## src/core/tpc_pkg.sv

```systemverilog
package tpc_pkg;

  // ****************************************
  // Sizes
  // ****************************************
  localparam int CNT_W = 16;
  localparam int BYTE_W = 8;
  localparam int NUM_CH = 2;
  localparam int PS_W = 7;

  // ****************************************
  // Values after reset and fixed counts
  // ****************************************
  localparam logic [15:0] CNT_RST = 16'h0000;
  localparam logic [15:0] MOD_RST = 16'h0000;
  localparam logic [15:0] VAL_RST = 16'h0000;
  localparam logic [15:0] CNT_ALL_ONES = 16'hFFFF;
  localparam logic [15:0] CNT_ONE = 16'h0001;
  localparam logic [6:0] PS_RST = 7'h00;
  localparam logic [6:0] PS_ONE = 7'h01;
  localparam logic [7:0] BYTE_RST = 8'h00;

  // ****************************************
  // Field encodings
  // ****************************************
  localparam logic [1:0] ELS_OFF = 2'h0;
  localparam logic [1:0] ELS_RISE_TOGGLE = 2'h1;
  localparam logic [1:0] ELS_FALL_CLEAR = 2'h2;
  localparam logic [1:0] ELS_BOTH_SET = 2'h3;
  localparam logic [1:0] MS_CAPTURE = 2'h0;
  localparam logic [1:0] MS_COMPARE = 2'h1;

  typedef enum logic [1:0] {
    CLKS_OFF = 2'h0,
    CLKS_BUS = 2'h1,
    CLKS_FIXED = 2'h2,
    CLKS_EXT = 2'h3
  } tpc_clksel_t;

  typedef enum logic [2:0] {
    TGT_MOD_HI = 3'h0,
    TGT_MOD_LO = 3'h1,
    TGT_CNT_HI = 3'h2,
    TGT_CNT_LO = 3'h3,
    TGT_CH0_HI = 3'h4,
    TGT_CH0_LO = 3'h5,
    TGT_CH1_HI = 3'h6,
    TGT_CH1_LO = 3'h7
  } tpc_target_t;

  typedef enum logic [1:0] {
    DIR_UP = 2'b01,
    DIR_DOWN = 2'b10
  } tpc_dir_t;

endpackage

```

## src/core/tpc_tick_if.sv

```systemverilog
`timescale 1ns/1ps
`default_nettype none

interface tpc_tick_if;
  logic [1:0] clkSel;
  logic [2:0] prescale;
  logic hold;
  logic countClear;
  logic tick;

  modport gen (
    input clkSel,
    input prescale,
    input hold,
    input countClear,
    output tick
  );

  modport use_side (
    output clkSel,
    output prescale,
    output hold,
    output countClear,
    input tick
  );
endinterface

`default_nettype wire

```

## src/core/tpc_sync.sv

```systemverilog
`timescale 1ns/1ps
`default_nettype none

module tpc_sync #(
  parameter int W = 1
) (
  input wire logic core_clk,
  input wire logic rstn,
  input wire logic [W-1:0] asyncIn,
  output logic [W-1:0] syncOut
);

  logic [W-1:0] stage1Reg;
  logic [W-1:0] stage2Reg;

  // Stage one feeds stage two only
  always_ff @(posedge core_clk or negedge rstn) begin
    if (!rstn) begin
      stage1Reg <= '0;
      stage2Reg <= '0;
    end else begin
      stage1Reg <= asyncIn;
      stage2Reg <= stage1Reg;
    end
  end

  assign syncOut = stage2Reg;

endmodule

`default_nettype wire

```

## src/core/tpc_prescaler.sv

```systemverilog
`timescale 1ns/1ps
`default_nettype none

module tpc_prescaler (
  input wire logic core_clk,
  input wire logic rstn,
  tpc_tick_if.gen tickIf,
  input wire logic fixedClkSync,
  input wire logic extClkSync
);

  logic fixedPrevReg;
  logic extPrevReg;
  logic [6:0] divReg;
  logic tickReg;
  logic srcEdge;
  logic [6:0] divMask;

  // ****************************************
  // Source edge select
  // ****************************************
  always_ff @(posedge core_clk or negedge rstn) begin
    if (!rstn) begin
      fixedPrevReg <= 1'b0;
      extPrevReg <= 1'b0;
    end else begin
      fixedPrevReg <= fixedClkSync;
      extPrevReg <= extClkSync;
    end
  end

  always_comb begin
    case (tickIf.clkSel)
      tpc_pkg::CLKS_BUS: srcEdge = 1'b1;
      tpc_pkg::CLKS_FIXED: srcEdge = fixedClkSync & ~fixedPrevReg;
      tpc_pkg::CLKS_EXT: srcEdge = extClkSync & ~extPrevReg;
      default: srcEdge = 1'b0;
    endcase
  end

  // ****************************************
  // Divider taps
  // ****************************************
  assign divMask = (tpc_pkg::PS_ONE << tickIf.prescale) - tpc_pkg::PS_ONE;

  // Divider freezes with the counter in debug hold so no half-period is lost; clock off clears it
  always_ff @(posedge core_clk or negedge rstn) begin
    if (!rstn) begin
      divReg <= tpc_pkg::PS_RST;
    end else if (tickIf.countClear || tickIf.clkSel == tpc_pkg::CLKS_OFF) begin
      divReg <= tpc_pkg::PS_RST;
    end else if (srcEdge && !tickIf.hold) begin
      divReg <= divReg + tpc_pkg::PS_ONE;
    end
  end

  always_ff @(posedge core_clk or negedge rstn) begin
    if (!rstn) begin
      tickReg <= 1'b0;
    end else begin
      tickReg <= srcEdge && !tickIf.hold && !tickIf.countClear && ((divReg & divMask) == divMask);
    end
  end

  assign tickIf.tick = tickReg;

endmodule

`default_nettype wire

```

## src/core/tpc_top.sv

```systemverilog
`timescale 1ns/1ps
`default_nettype none

module tpc_top #(
  parameter int NUM_CH = tpc_pkg::NUM_CH
) (
  input wire logic core_clk,
  input wire logic rstn,
  input wire logic bdmActive,
  input wire logic centerAligned,
  input wire logic [1:0] clockSelect,
  input wire logic [2:0] prescaleSelect,
  input wire logic [NUM_CH-1:0][1:0] chanModeSelect,
  input wire logic [NUM_CH-1:0][1:0] edgeLevelSelect,
  input wire logic [NUM_CH-1:0] chanPinPositionSelect,
  input wire logic [NUM_CH-1:0] chanIrqEnable,
  input wire logic overflowIrqEnable,
  input wire logic [NUM_CH-1:0] chanFlagClear,
  input wire logic overflowFlagClear,
  input wire logic byteWriteEn,
  input wire logic [2:0] byteWriteTarget,
  input wire logic [7:0] byteWriteData,
  input wire logic [2:0] byteReadTarget,
  output logic [7:0] byteReadData,
  input wire logic fixedClockIn,
  input wire logic extCountClockIn,
  input wire logic [NUM_CH-1:0] chanPinPrimaryIn,
  input wire logic [NUM_CH-1:0] chanPinAltIn,
  output logic [NUM_CH-1:0] chanPinPrimaryOut,
  output logic [NUM_CH-1:0] chanPinPrimaryOe,
  output logic [NUM_CH-1:0] chanPinAltOut,
  output logic [NUM_CH-1:0] chanPinAltOe,
  output logic [NUM_CH-1:0] chanFlag,
  output logic overflowFlag,
  output logic [NUM_CH-1:0] chanIrq,
  output logic overflowIrq
);

  // ****************************************
  // Helpers
  // ****************************************
  function automatic logic [2:0] chanTarget(input int ch, input logic lowByte);
    chanTarget = 3'(int'(tpc_pkg::TGT_CH0_HI) + 2 * ch + int'(lowByte));
  endfunction

  function automatic logic captureHit(input logic [1:0] els, input logic rise, input logic fall);
    case (els)
      tpc_pkg::ELS_RISE_TOGGLE: captureHit = rise;
      tpc_pkg::ELS_FALL_CLEAR: captureHit = fall;
      tpc_pkg::ELS_BOTH_SET: captureHit = rise | fall;
      default: captureHit = 1'b0;
    endcase
  endfunction

  // ****************************************
  // Pin synchronisers and prescaler
  // ****************************************
  localparam int SYNC_W = 2 * NUM_CH + 2;

  logic [SYNC_W-1:0] syncIn;
  logic [SYNC_W-1:0] syncOut;
  logic [NUM_CH-1:0] primSync;
  logic [NUM_CH-1:0] altSync;
  logic cntWrite;

  assign syncIn = {extCountClockIn, fixedClockIn, chanPinAltIn, chanPinPrimaryIn};
  assign primSync = syncOut[NUM_CH-1:0];
  assign altSync = syncOut[2*NUM_CH-1:NUM_CH];

  tpc_sync #(.W(SYNC_W)) pinSync (
    .core_clk(core_clk),
    .rstn(rstn),
    .asyncIn(syncIn),
    .syncOut(syncOut)
  );

  tpc_tick_if tickIf ();

  assign tickIf.clkSel = clockSelect;
  assign tickIf.prescale = prescaleSelect;
  assign tickIf.hold = bdmActive;
  assign tickIf.countClear = cntWrite;

  tpc_prescaler prescaler (
    .core_clk(core_clk),
    .rstn(rstn),
    .tickIf(tickIf),
    .fixedClkSync(syncOut[2*NUM_CH]),
    .extClkSync(syncOut[2*NUM_CH+1])
  );

  // ****************************************
  // Counter
  // ****************************************
  logic [15:0] countReg;
  logic [15:0] countNext;
  logic [15:0] moduloReg;
  logic [15:0] topVal;
  tpc_pkg::tpc_dir_t dirReg;
  tpc_pkg::tpc_dir_t dirNext;
  logic stepUp;
  logic wrapEvt;
  logic cntStep;
  logic clkOn;
  logic overflowFlagReg;

  assign clkOn = clockSelect != tpc_pkg::CLKS_OFF;
  assign cntWrite = byteWriteEn && (byteWriteTarget == tpc_pkg::TGT_CNT_HI
                    || byteWriteTarget == tpc_pkg::TGT_CNT_LO);
  // Stop mode needs nothing here: with core_clk stopped all state freezes
  assign cntStep = tickIf.tick && !bdmActive && clkOn && !cntWrite;
  assign topVal = (moduloReg == tpc_pkg::MOD_RST || moduloReg == tpc_pkg::CNT_ALL_ONES)
                  ? tpc_pkg::CNT_ALL_ONES : moduloReg;

  always_comb begin
    countNext = countReg;
    dirNext = dirReg;
    stepUp = 1'b1;
    wrapEvt = 1'b0;
    if (cntWrite) begin
      countNext = tpc_pkg::CNT_RST;
      dirNext = tpc_pkg::DIR_UP;
    end else if (cntStep) begin
      if (centerAligned) begin
        case (dirReg)
          tpc_pkg::DIR_UP: begin
            if (countReg >= topVal) begin
              dirNext = tpc_pkg::DIR_DOWN;
              countNext = countReg - tpc_pkg::CNT_ONE;
              stepUp = 1'b0;
            end else begin
              countNext = countReg + tpc_pkg::CNT_ONE;
            end
          end
          tpc_pkg::DIR_DOWN: begin
            if (countReg == tpc_pkg::CNT_RST) begin
              dirNext = tpc_pkg::DIR_UP;
              countNext = countReg + tpc_pkg::CNT_ONE;
              wrapEvt = 1'b1;
            end else begin
              countNext = countReg - tpc_pkg::CNT_ONE;
              stepUp = 1'b0;
            end
          end
          default: begin
            dirNext = tpc_pkg::DIR_UP;
          end
        endcase
      end else begin
        dirNext = tpc_pkg::DIR_UP;
        if (countReg == topVal) begin
          countNext = tpc_pkg::CNT_RST;
          wrapEvt = 1'b1;
        end else begin
          countNext = countReg + tpc_pkg::CNT_ONE;
        end
      end
    end
  end

  always_ff @(posedge core_clk or negedge rstn) begin
    if (!rstn) begin
      countReg <= tpc_pkg::CNT_RST;
      dirReg <= tpc_pkg::DIR_UP;
    end else begin
      countReg <= countNext;
      dirReg <= dirNext;
    end
  end

  // Modulo takes each byte as written; no buffering of the pair
  always_ff @(posedge core_clk or negedge rstn) begin
    if (!rstn) begin
      moduloReg <= tpc_pkg::MOD_RST;
    end else if (byteWriteEn && byteWriteTarget == tpc_pkg::TGT_MOD_HI) begin
      moduloReg[15:8] <= byteWriteData;
    end else if (byteWriteEn && byteWriteTarget == tpc_pkg::TGT_MOD_LO) begin
      moduloReg[7:0] <= byteWriteData;
    end
  end

  // Set wins over clear
  always_ff @(posedge core_clk or negedge rstn) begin
    if (!rstn) begin
      overflowFlagReg <= 1'b0;
    end else begin
      overflowFlagReg <= wrapEvt | (overflowFlagReg & ~overflowFlagClear);
    end
  end

  always_ff @(posedge core_clk or negedge rstn) begin
    if (!rstn) begin
      overflowIrq <= 1'b0;
    end else begin
      overflowIrq <= overflowFlagReg & overflowIrqEnable;
    end
  end

  assign overflowFlag = overflowFlagReg;

  // ****************************************
  // Channels
  // ****************************************
  logic [NUM_CH-1:0][15:0] chanValReg;
  logic [NUM_CH-1:0] chanFlagReg;
  logic [NUM_CH-1:0] chanLvlReg;
  logic [NUM_CH-1:0] pinPrevReg;
  logic [NUM_CH-1:0] capEvt;
  logic [NUM_CH-1:0] matchEvt;
  logic [NUM_CH-1:0] pinDrive;

  for (genvar ch = 0; ch < NUM_CH; ch++) begin : gChan
    logic [1:0] els;
    logic [1:0] ms;
    logic elsOn;
    logic pinIn;
    logic capMode;
    logic cmpMode;
    logic epwmMode;
    logic cpwmMode;
    logic flagEvt;

    assign els = edgeLevelSelect[ch];
    assign ms = chanModeSelect[ch];
    assign elsOn = els != tpc_pkg::ELS_OFF;
    assign pinIn = chanPinPositionSelect[ch] ? altSync[ch] : primSync[ch];
    assign cpwmMode = centerAligned;
    assign capMode = !centerAligned && ms == tpc_pkg::MS_CAPTURE && elsOn && clkOn;
    assign cmpMode = !centerAligned && ms == tpc_pkg::MS_COMPARE;
    assign epwmMode = !centerAligned && ms[1];
    assign pinDrive[ch] = clkOn && elsOn && (cpwmMode || epwmMode || cmpMode);
    assign capEvt[ch] = capMode && captureHit(els, pinIn & ~pinPrevReg[ch], ~pinIn & pinPrevReg[ch]);
    assign matchEvt[ch] = cntStep && countNext == chanValReg[ch];
    // Compare flags even with the pin left alone, for software timing
    assign flagEvt = capEvt[ch] || (matchEvt[ch] && !capMode);

    always_ff @(posedge core_clk or negedge rstn) begin
      if (!rstn) begin
        pinPrevReg[ch] <= 1'b0;
      end else begin
        pinPrevReg[ch] <= pinIn;
      end
    end

    // A capture outranks a software byte write in the same cycle
    always_ff @(posedge core_clk or negedge rstn) begin
      if (!rstn) begin
        chanValReg[ch] <= tpc_pkg::VAL_RST;
      end else if (capEvt[ch]) begin
        chanValReg[ch] <= countReg;
      end else if (byteWriteEn && byteWriteTarget == chanTarget(ch, 1'b0)) begin
        chanValReg[ch][15:8] <= byteWriteData;
      end else if (byteWriteEn && byteWriteTarget == chanTarget(ch, 1'b1)) begin
        chanValReg[ch][7:0] <= byteWriteData;
      end
    end

    always_ff @(posedge core_clk or negedge rstn) begin
      if (!rstn) begin
        chanFlagReg[ch] <= 1'b0;
      end else begin
        chanFlagReg[ch] <= flagEvt | (chanFlagReg[ch] & ~chanFlagClear[ch]);
      end
    end

    always_ff @(posedge core_clk or negedge rstn) begin
      if (!rstn) begin
        chanIrq[ch] <= 1'b0;
      end else begin
        chanIrq[ch] <= chanFlagReg[ch] & chanIrqEnable[ch];
      end
    end

    // Level holds when the pin is released so toggle resumes from it
    always_ff @(posedge core_clk or negedge rstn) begin
      if (!rstn) begin
        chanLvlReg[ch] <= 1'b0;
      end else if (clkOn && elsOn) begin
        if (cpwmMode) begin
          if (matchEvt[ch]) begin
            chanLvlReg[ch] <= stepUp ? els[0] : ~els[0];
          end
        end else if (epwmMode) begin
          if (matchEvt[ch]) begin
            chanLvlReg[ch] <= els[0];
          end else if (cntStep && countNext == tpc_pkg::CNT_RST) begin
            chanLvlReg[ch] <= ~els[0];
          end
        end else if (cmpMode && matchEvt[ch]) begin
          case (els)
            tpc_pkg::ELS_RISE_TOGGLE: chanLvlReg[ch] <= ~chanLvlReg[ch];
            tpc_pkg::ELS_FALL_CLEAR: chanLvlReg[ch] <= 1'b0;
            tpc_pkg::ELS_BOTH_SET: chanLvlReg[ch] <= 1'b1;
            default: chanLvlReg[ch] <= chanLvlReg[ch];
          endcase
        end
      end
    end

    always_ff @(posedge core_clk or negedge rstn) begin
      if (!rstn) begin
        chanPinPrimaryOe[ch] <= 1'b0;
        chanPinAltOe[ch] <= 1'b0;
      end else begin
        chanPinPrimaryOe[ch] <= pinDrive[ch] && !chanPinPositionSelect[ch];
        chanPinAltOe[ch] <= pinDrive[ch] && chanPinPositionSelect[ch];
      end
    end

    assign chanPinPrimaryOut[ch] = chanLvlReg[ch];
    assign chanPinAltOut[ch] = chanLvlReg[ch];

  end

  assign chanFlag = chanFlagReg;

  // ****************************************
  // Byte read port
  // ****************************************
  always_ff @(posedge core_clk or negedge rstn) begin
    if (!rstn) begin
      byteReadData <= tpc_pkg::BYTE_RST;
    end else begin
      case (byteReadTarget)
        tpc_pkg::TGT_MOD_HI: byteReadData <= moduloReg[15:8];
        tpc_pkg::TGT_MOD_LO: byteReadData <= moduloReg[7:0];
        tpc_pkg::TGT_CNT_HI: byteReadData <= countReg[15:8];
        tpc_pkg::TGT_CNT_LO: byteReadData <= countReg[7:0];
        tpc_pkg::TGT_CH0_HI: byteReadData <= chanValReg[0][15:8];
        tpc_pkg::TGT_CH0_LO: byteReadData <= chanValReg[0][7:0];
        tpc_pkg::TGT_CH1_HI: byteReadData <= chanValReg[NUM_CH-1][15:8];
        default: byteReadData <= chanValReg[NUM_CH-1][7:0];
      endcase
    end
  end
endmodule

`default_nettype wire

```

## config.mk

```make
export PLATFORM = sky130hd
export DESIGN_NAME = tpc_top
export DESIGN_NICKNAME = d
export VERILOG_FILES = /design/src/core/tpc_pkg.sv /design/src/core/tpc_tick_if.sv /design/src/core/tpc_sync.sv /design/src/core/tpc_prescaler.sv /design/src/core/tpc_top.sv
export SDC_FILE = /design/constraint.sdc
export NUM_CORES = 1
export LEC_CHECK = 0
export ABC_AREA = 1
export BUFFER_PORTS_ARGS = -buffer_cell sky130_fd_sc_hd__buf_2
export CAP_MARGIN = 20
export CORE_MARGIN = 1
export CORE_UTILIZATION = 44
export DETAILED_ROUTE_END_ITERATION = 8
export SLEW_MARGIN = 20
export SYNTH_ARGS = -nofsm -noshare
export SYNTH_HDL_FRONTEND = slang
export SYNTH_SLANG_ARGS = --single-unit
```

## constraint.sdc

```tcl
create_clock -name core_clk -period 4.42 [get_ports core_clk]
set_input_delay 0.884 -clock core_clk [delete_from_list [all_inputs] [get_ports core_clk]]
set_output_delay 0.884 -clock core_clk [all_outputs]
set_load 0.1 [all_outputs]
```

==> impl_results.md <==
* Antenna Cells at 0
* Cells taking the most area after synthesis: dfrtp_1 36%, nand2_1 13%, inv_1 6.9%
* Skew-Pair Late Insertion Delay at about 0.36 ns
* CP arrival at between 4 and 5 ns
* Status: finished, final reports clean
* CTS Sinks at 110
* GR Util All Layers at 0.303
* GRT overflow at 0
* # Max-Cap Violations at 0
* Critical Path Fanout Max at 10
* ANT nets after route at 0
* Number of enable flip-flop cells after synthesis at 0
* Clk slew on worst S/H paths at 0.08 ns
* Share of the synthesized area in the top cell type at 0.356
* Cell Pwr Density at between 300 and 400 nW/µm²
* Syn_nets at ~1100
* First-pass GRT wire length at between 40000 and 50000 µm
* Largest net degree at the start of global routing at 45
* Top_reg_cell synth: dfrtp_1
* Path type of the worst setup path: flip-flop to flip-flop
* Vias in the first global route at 7199
* IO buf count at 67
* TritonCTS clock tree: built
* Detail Placement HPWL at about 20000 µm
* Syn avg cell area at just over 7 µm²
* Critical path required time at 4.67 ns
* Worst vdd ir at approximately 240 µV
* Final period utilization at 0.928
* Clk buf depth at 2
* First-pass detailed-route iteration total at 5
* Drt drc at 0
* Place WS at about 0.32 ns
* Die ar. at between 15000 and 20000 µm²
* Routed wire length at 26600 µm
* Nets@finish at 1218
* Drt initial violations at 815
* Ys Warns at 0
* Avg WL per Cell at slightly below 20 µm
* Synth unique cells at 46
* Cells after Synth at 1071
* Filler cell count at between 1500 and 2000
* Die height at 134 µm
* Rows at 47
* Num ports at 68
* Slew Viols, Final at 0
* CTS Hold Bufs at 0
* Register area share after synthesis at 0.360
* Initial Util at 0.457
* Synth async-reset ratio at 1.00
* Post-route minimum period at around 4 ns
* Via count at between 7000 and 8000
* Slew @ Worst Pin at ~0.64 ns
* Sum Neg Setup Slack at 0 ns
* Chip width at around 130 µm
* Max transition margin at 0.570
* Number of synthesized register bits at 110
* Leak pwr at roughly 4.4 nW
* Layout cells sized above 1 at 0.156
* CTS Buf Count at 9
* Cell Area, Synth at 7650 µm²
* Final Hold Viols at 0
* Final worst slack at 0.320 ns
* Via density at between 5 and 6
* HP Class: flip-flop to flip-flop
* Final Setup Violations at 0
* Post-synth top area cell: dfrtp_1
* Antenna violations before repair at 0
* H-tree levels at 3
* Root Driver: clkbuf_16
* Gp weighted congestion at 0.971
* Fin Clk Skew at 0.00906 ns
* Setup crit end kind: flip-flop
* Peak Freq at 244 MHz
* Syn-to-layout area delta at 12.4%
* Core ar. at about 17000 µm²
* Kind of start point of the critical path: flip-flop
## cells in the mapped netlist (2+ instances only)
cell type,n
nand2_1,274
inv_1,140
dfrtp_1,109
nor2_1,109
nand3_1,72
o21ai_0,53
a21oi_1,38
o221ai_1,33
nand2_2,29
ha_1,27
xor2_1,22
o22ai_1,19
nor3_1,16
nand4_1,14
a221oi_1,13
nor2_2,13
clkbuf_1,11
o211ai_1,10
inv_2,7
nor4_1,7
nand3_2,6
buf_4,5
nor3_2,5
buf_2,4
buf_6,4
clkbuf_2,3
or2_2,3
a21o_1,2
a31oi_1,2
nor2_4,2
nor3_4,2
nor3b_1,2
o311ai_0,2
## path summary, 6_finish.rpt
path / start / endpoint / slack (ns) / depth (start not counted)
max in group asynchronous: rstn / chanPinPrimaryOe[1] / 3.04 / 2
min in group asynchronous: rstn / moduloReg[8] / 0.44 / 1
hold / removal: pinSync.stage1Reg[0] / pinSync.syncOut[0] / 0.35 / 0
setup reg to reg: moduloReg[12] / chanPinAltOut[1] / 0.32 / 27
setup / recovery: moduloReg[12] / chanPinAltOut[1] / 0.32 / 27
hold reg to reg: pinSync.stage1Reg[0] / pinSync.syncOut[0] / 0.35 / 0
## logic make-up (layout without fill, tap and decap cells)
group / count (synthesis) / count (layout) / share of synthesized area
AO/OA/AOI/OAI: 177 / 177 / 0.148
XOR/XNOR: 23 / 23 / 0.0263
adder cells (fa/ha/maj): 27 / 27 / 0.0441
buffers and inverters: 175 / 254 / 0.0933
flip-flops: 110 / 110 / 0.360
AND/OR/NAND/NOR: 559 / 559 / 0.328
## cells in the final DEF, fill, tap and decap left out, types with 3 or more instances in the layout
| cell type | count |
|---|---|
| nand3_2 | 6 |
| dfrtp_2 | 3 |
| clkbuf_16 | 9 |
| dfrtp_1 | 106 |
| nor3_1 | 16 |
| o211ai_1 | 10 |
| inv_1 | 140 |
| nand2_2 | 29 |
| a221oi_1 | 13 |
| nor2_2 | 14 |
| buf_2 | 66 |
| nor3_2 | 5 |
| nor4_1 | 7 |
| xor2_1 | 22 |
| o21ai_0 | 53 |
| o22ai_1 | 19 |
| or2_2 | 3 |
| a21oi_1 | 38 |
| nand4_1 | 14 |
| nand2_1 | 273 |
| ha_1 | 27 |
| o221ai_1 | 33 |
| inv_2 | 7 |
| buf_4 | 24 |
| nand3_1 | 72 |
| nor2_1 | 108 |
## state kept, by name, indices dropped and copies added, names as in the netlist, 2 cells and up
register and cells:
chanValReg 32, countReg 16, moduloReg 16, byteReadData 8, prescaler.divReg 7, pinSync.stage1Reg 6, pinSync.syncOut 6, chanFlag 2
chanIrq 2, chanPinAltOe 2, chanPinAltOut 2, chanPinPrimaryOe 2, dirReg 2, pinPrevReg 2
## per-stage QoR
step           area (µm²)  power [mW]  utilization  cells  hold WS [ns]
2_1_floorplan        7650        1.90            -   1071         0.331
3_3_place_gp         8270        2.19        0.493   1352         0.332
3_5_place_dp         8270        2.19        0.493   1352         0.336
4_1_cts              8580        3.06        0.512   1368         0.355
5_1_grt              8600        3.22        0.513   1370         0.360
6_report             8600        3.06        0.513   1370         0.352
## power breakdown
group          internal, mW  switching [mW]
Sequential             1.14           0.118
Clock                 0.452           0.416
Combinational         0.293           0.641
Total                  1.89            1.17
## layer usage
layer / global-route usage / wire length [µm] / vias up / share of wire
li1: - / - / 3712 / -
met4: 0.136 / 927 / 0 / 0.035
met3: 0.0578 / 2120 / 62 / 0.080
met2: 0.440 / 11300 / 377 / 0.42
met5: 0 / 0 / - / 0
met1: 0.434 / 12200 / 3578 / 0.46
## repair_timing
| item | in CTS | in global routing |
|---|---|---|
| setup endpoints to repair | 0 | 2 |
| buffers inserted | 0 | 2 |
| resized for setup | 0 | 6 |
## critical path: stages (launching register included)
cell,delay [ns]
dfrtp_1,0.44
nand4_1,0.12
or4_1,0.53
nand2_1,0.10
buf_4,0.16
nor2_1,0.06
ha_1,0.29
nand2_1,0.07
nor2_1,0.15
nand2_1,0.08
nor2_2,0.18
nand2_1,0.16
nand2_4,0.14
inv_2,0.11
o21ai_0,0.09
a21oi_1,0.08
nand2_2,0.15
nand2_2,0.12
nand2_1,0.08
nand2_1,0.06
nor2_2,0.18
nand2_1,0.09
nor2_2,0.15
nand3_1,0.08
nand2_1,0.08
nand2_1,0.05
nor2_1,0.09
a21oi_1,0.07
## layout make-up
type                            instances  area [µm²]  area share
Sequential cell                       110        2760       0.320
Inverter                              148         556      0.0646
Clock inverter                          6        81.3     0.00945
Timing Repair Buffer                   90         510      0.0593
Multi-Input combinational cell        786        4200       0.488
Tap cell                              220         275      0.0320
Clock buffer                           10         229      0.0266
No activity file was read; power rests on OpenSTA's default activity.
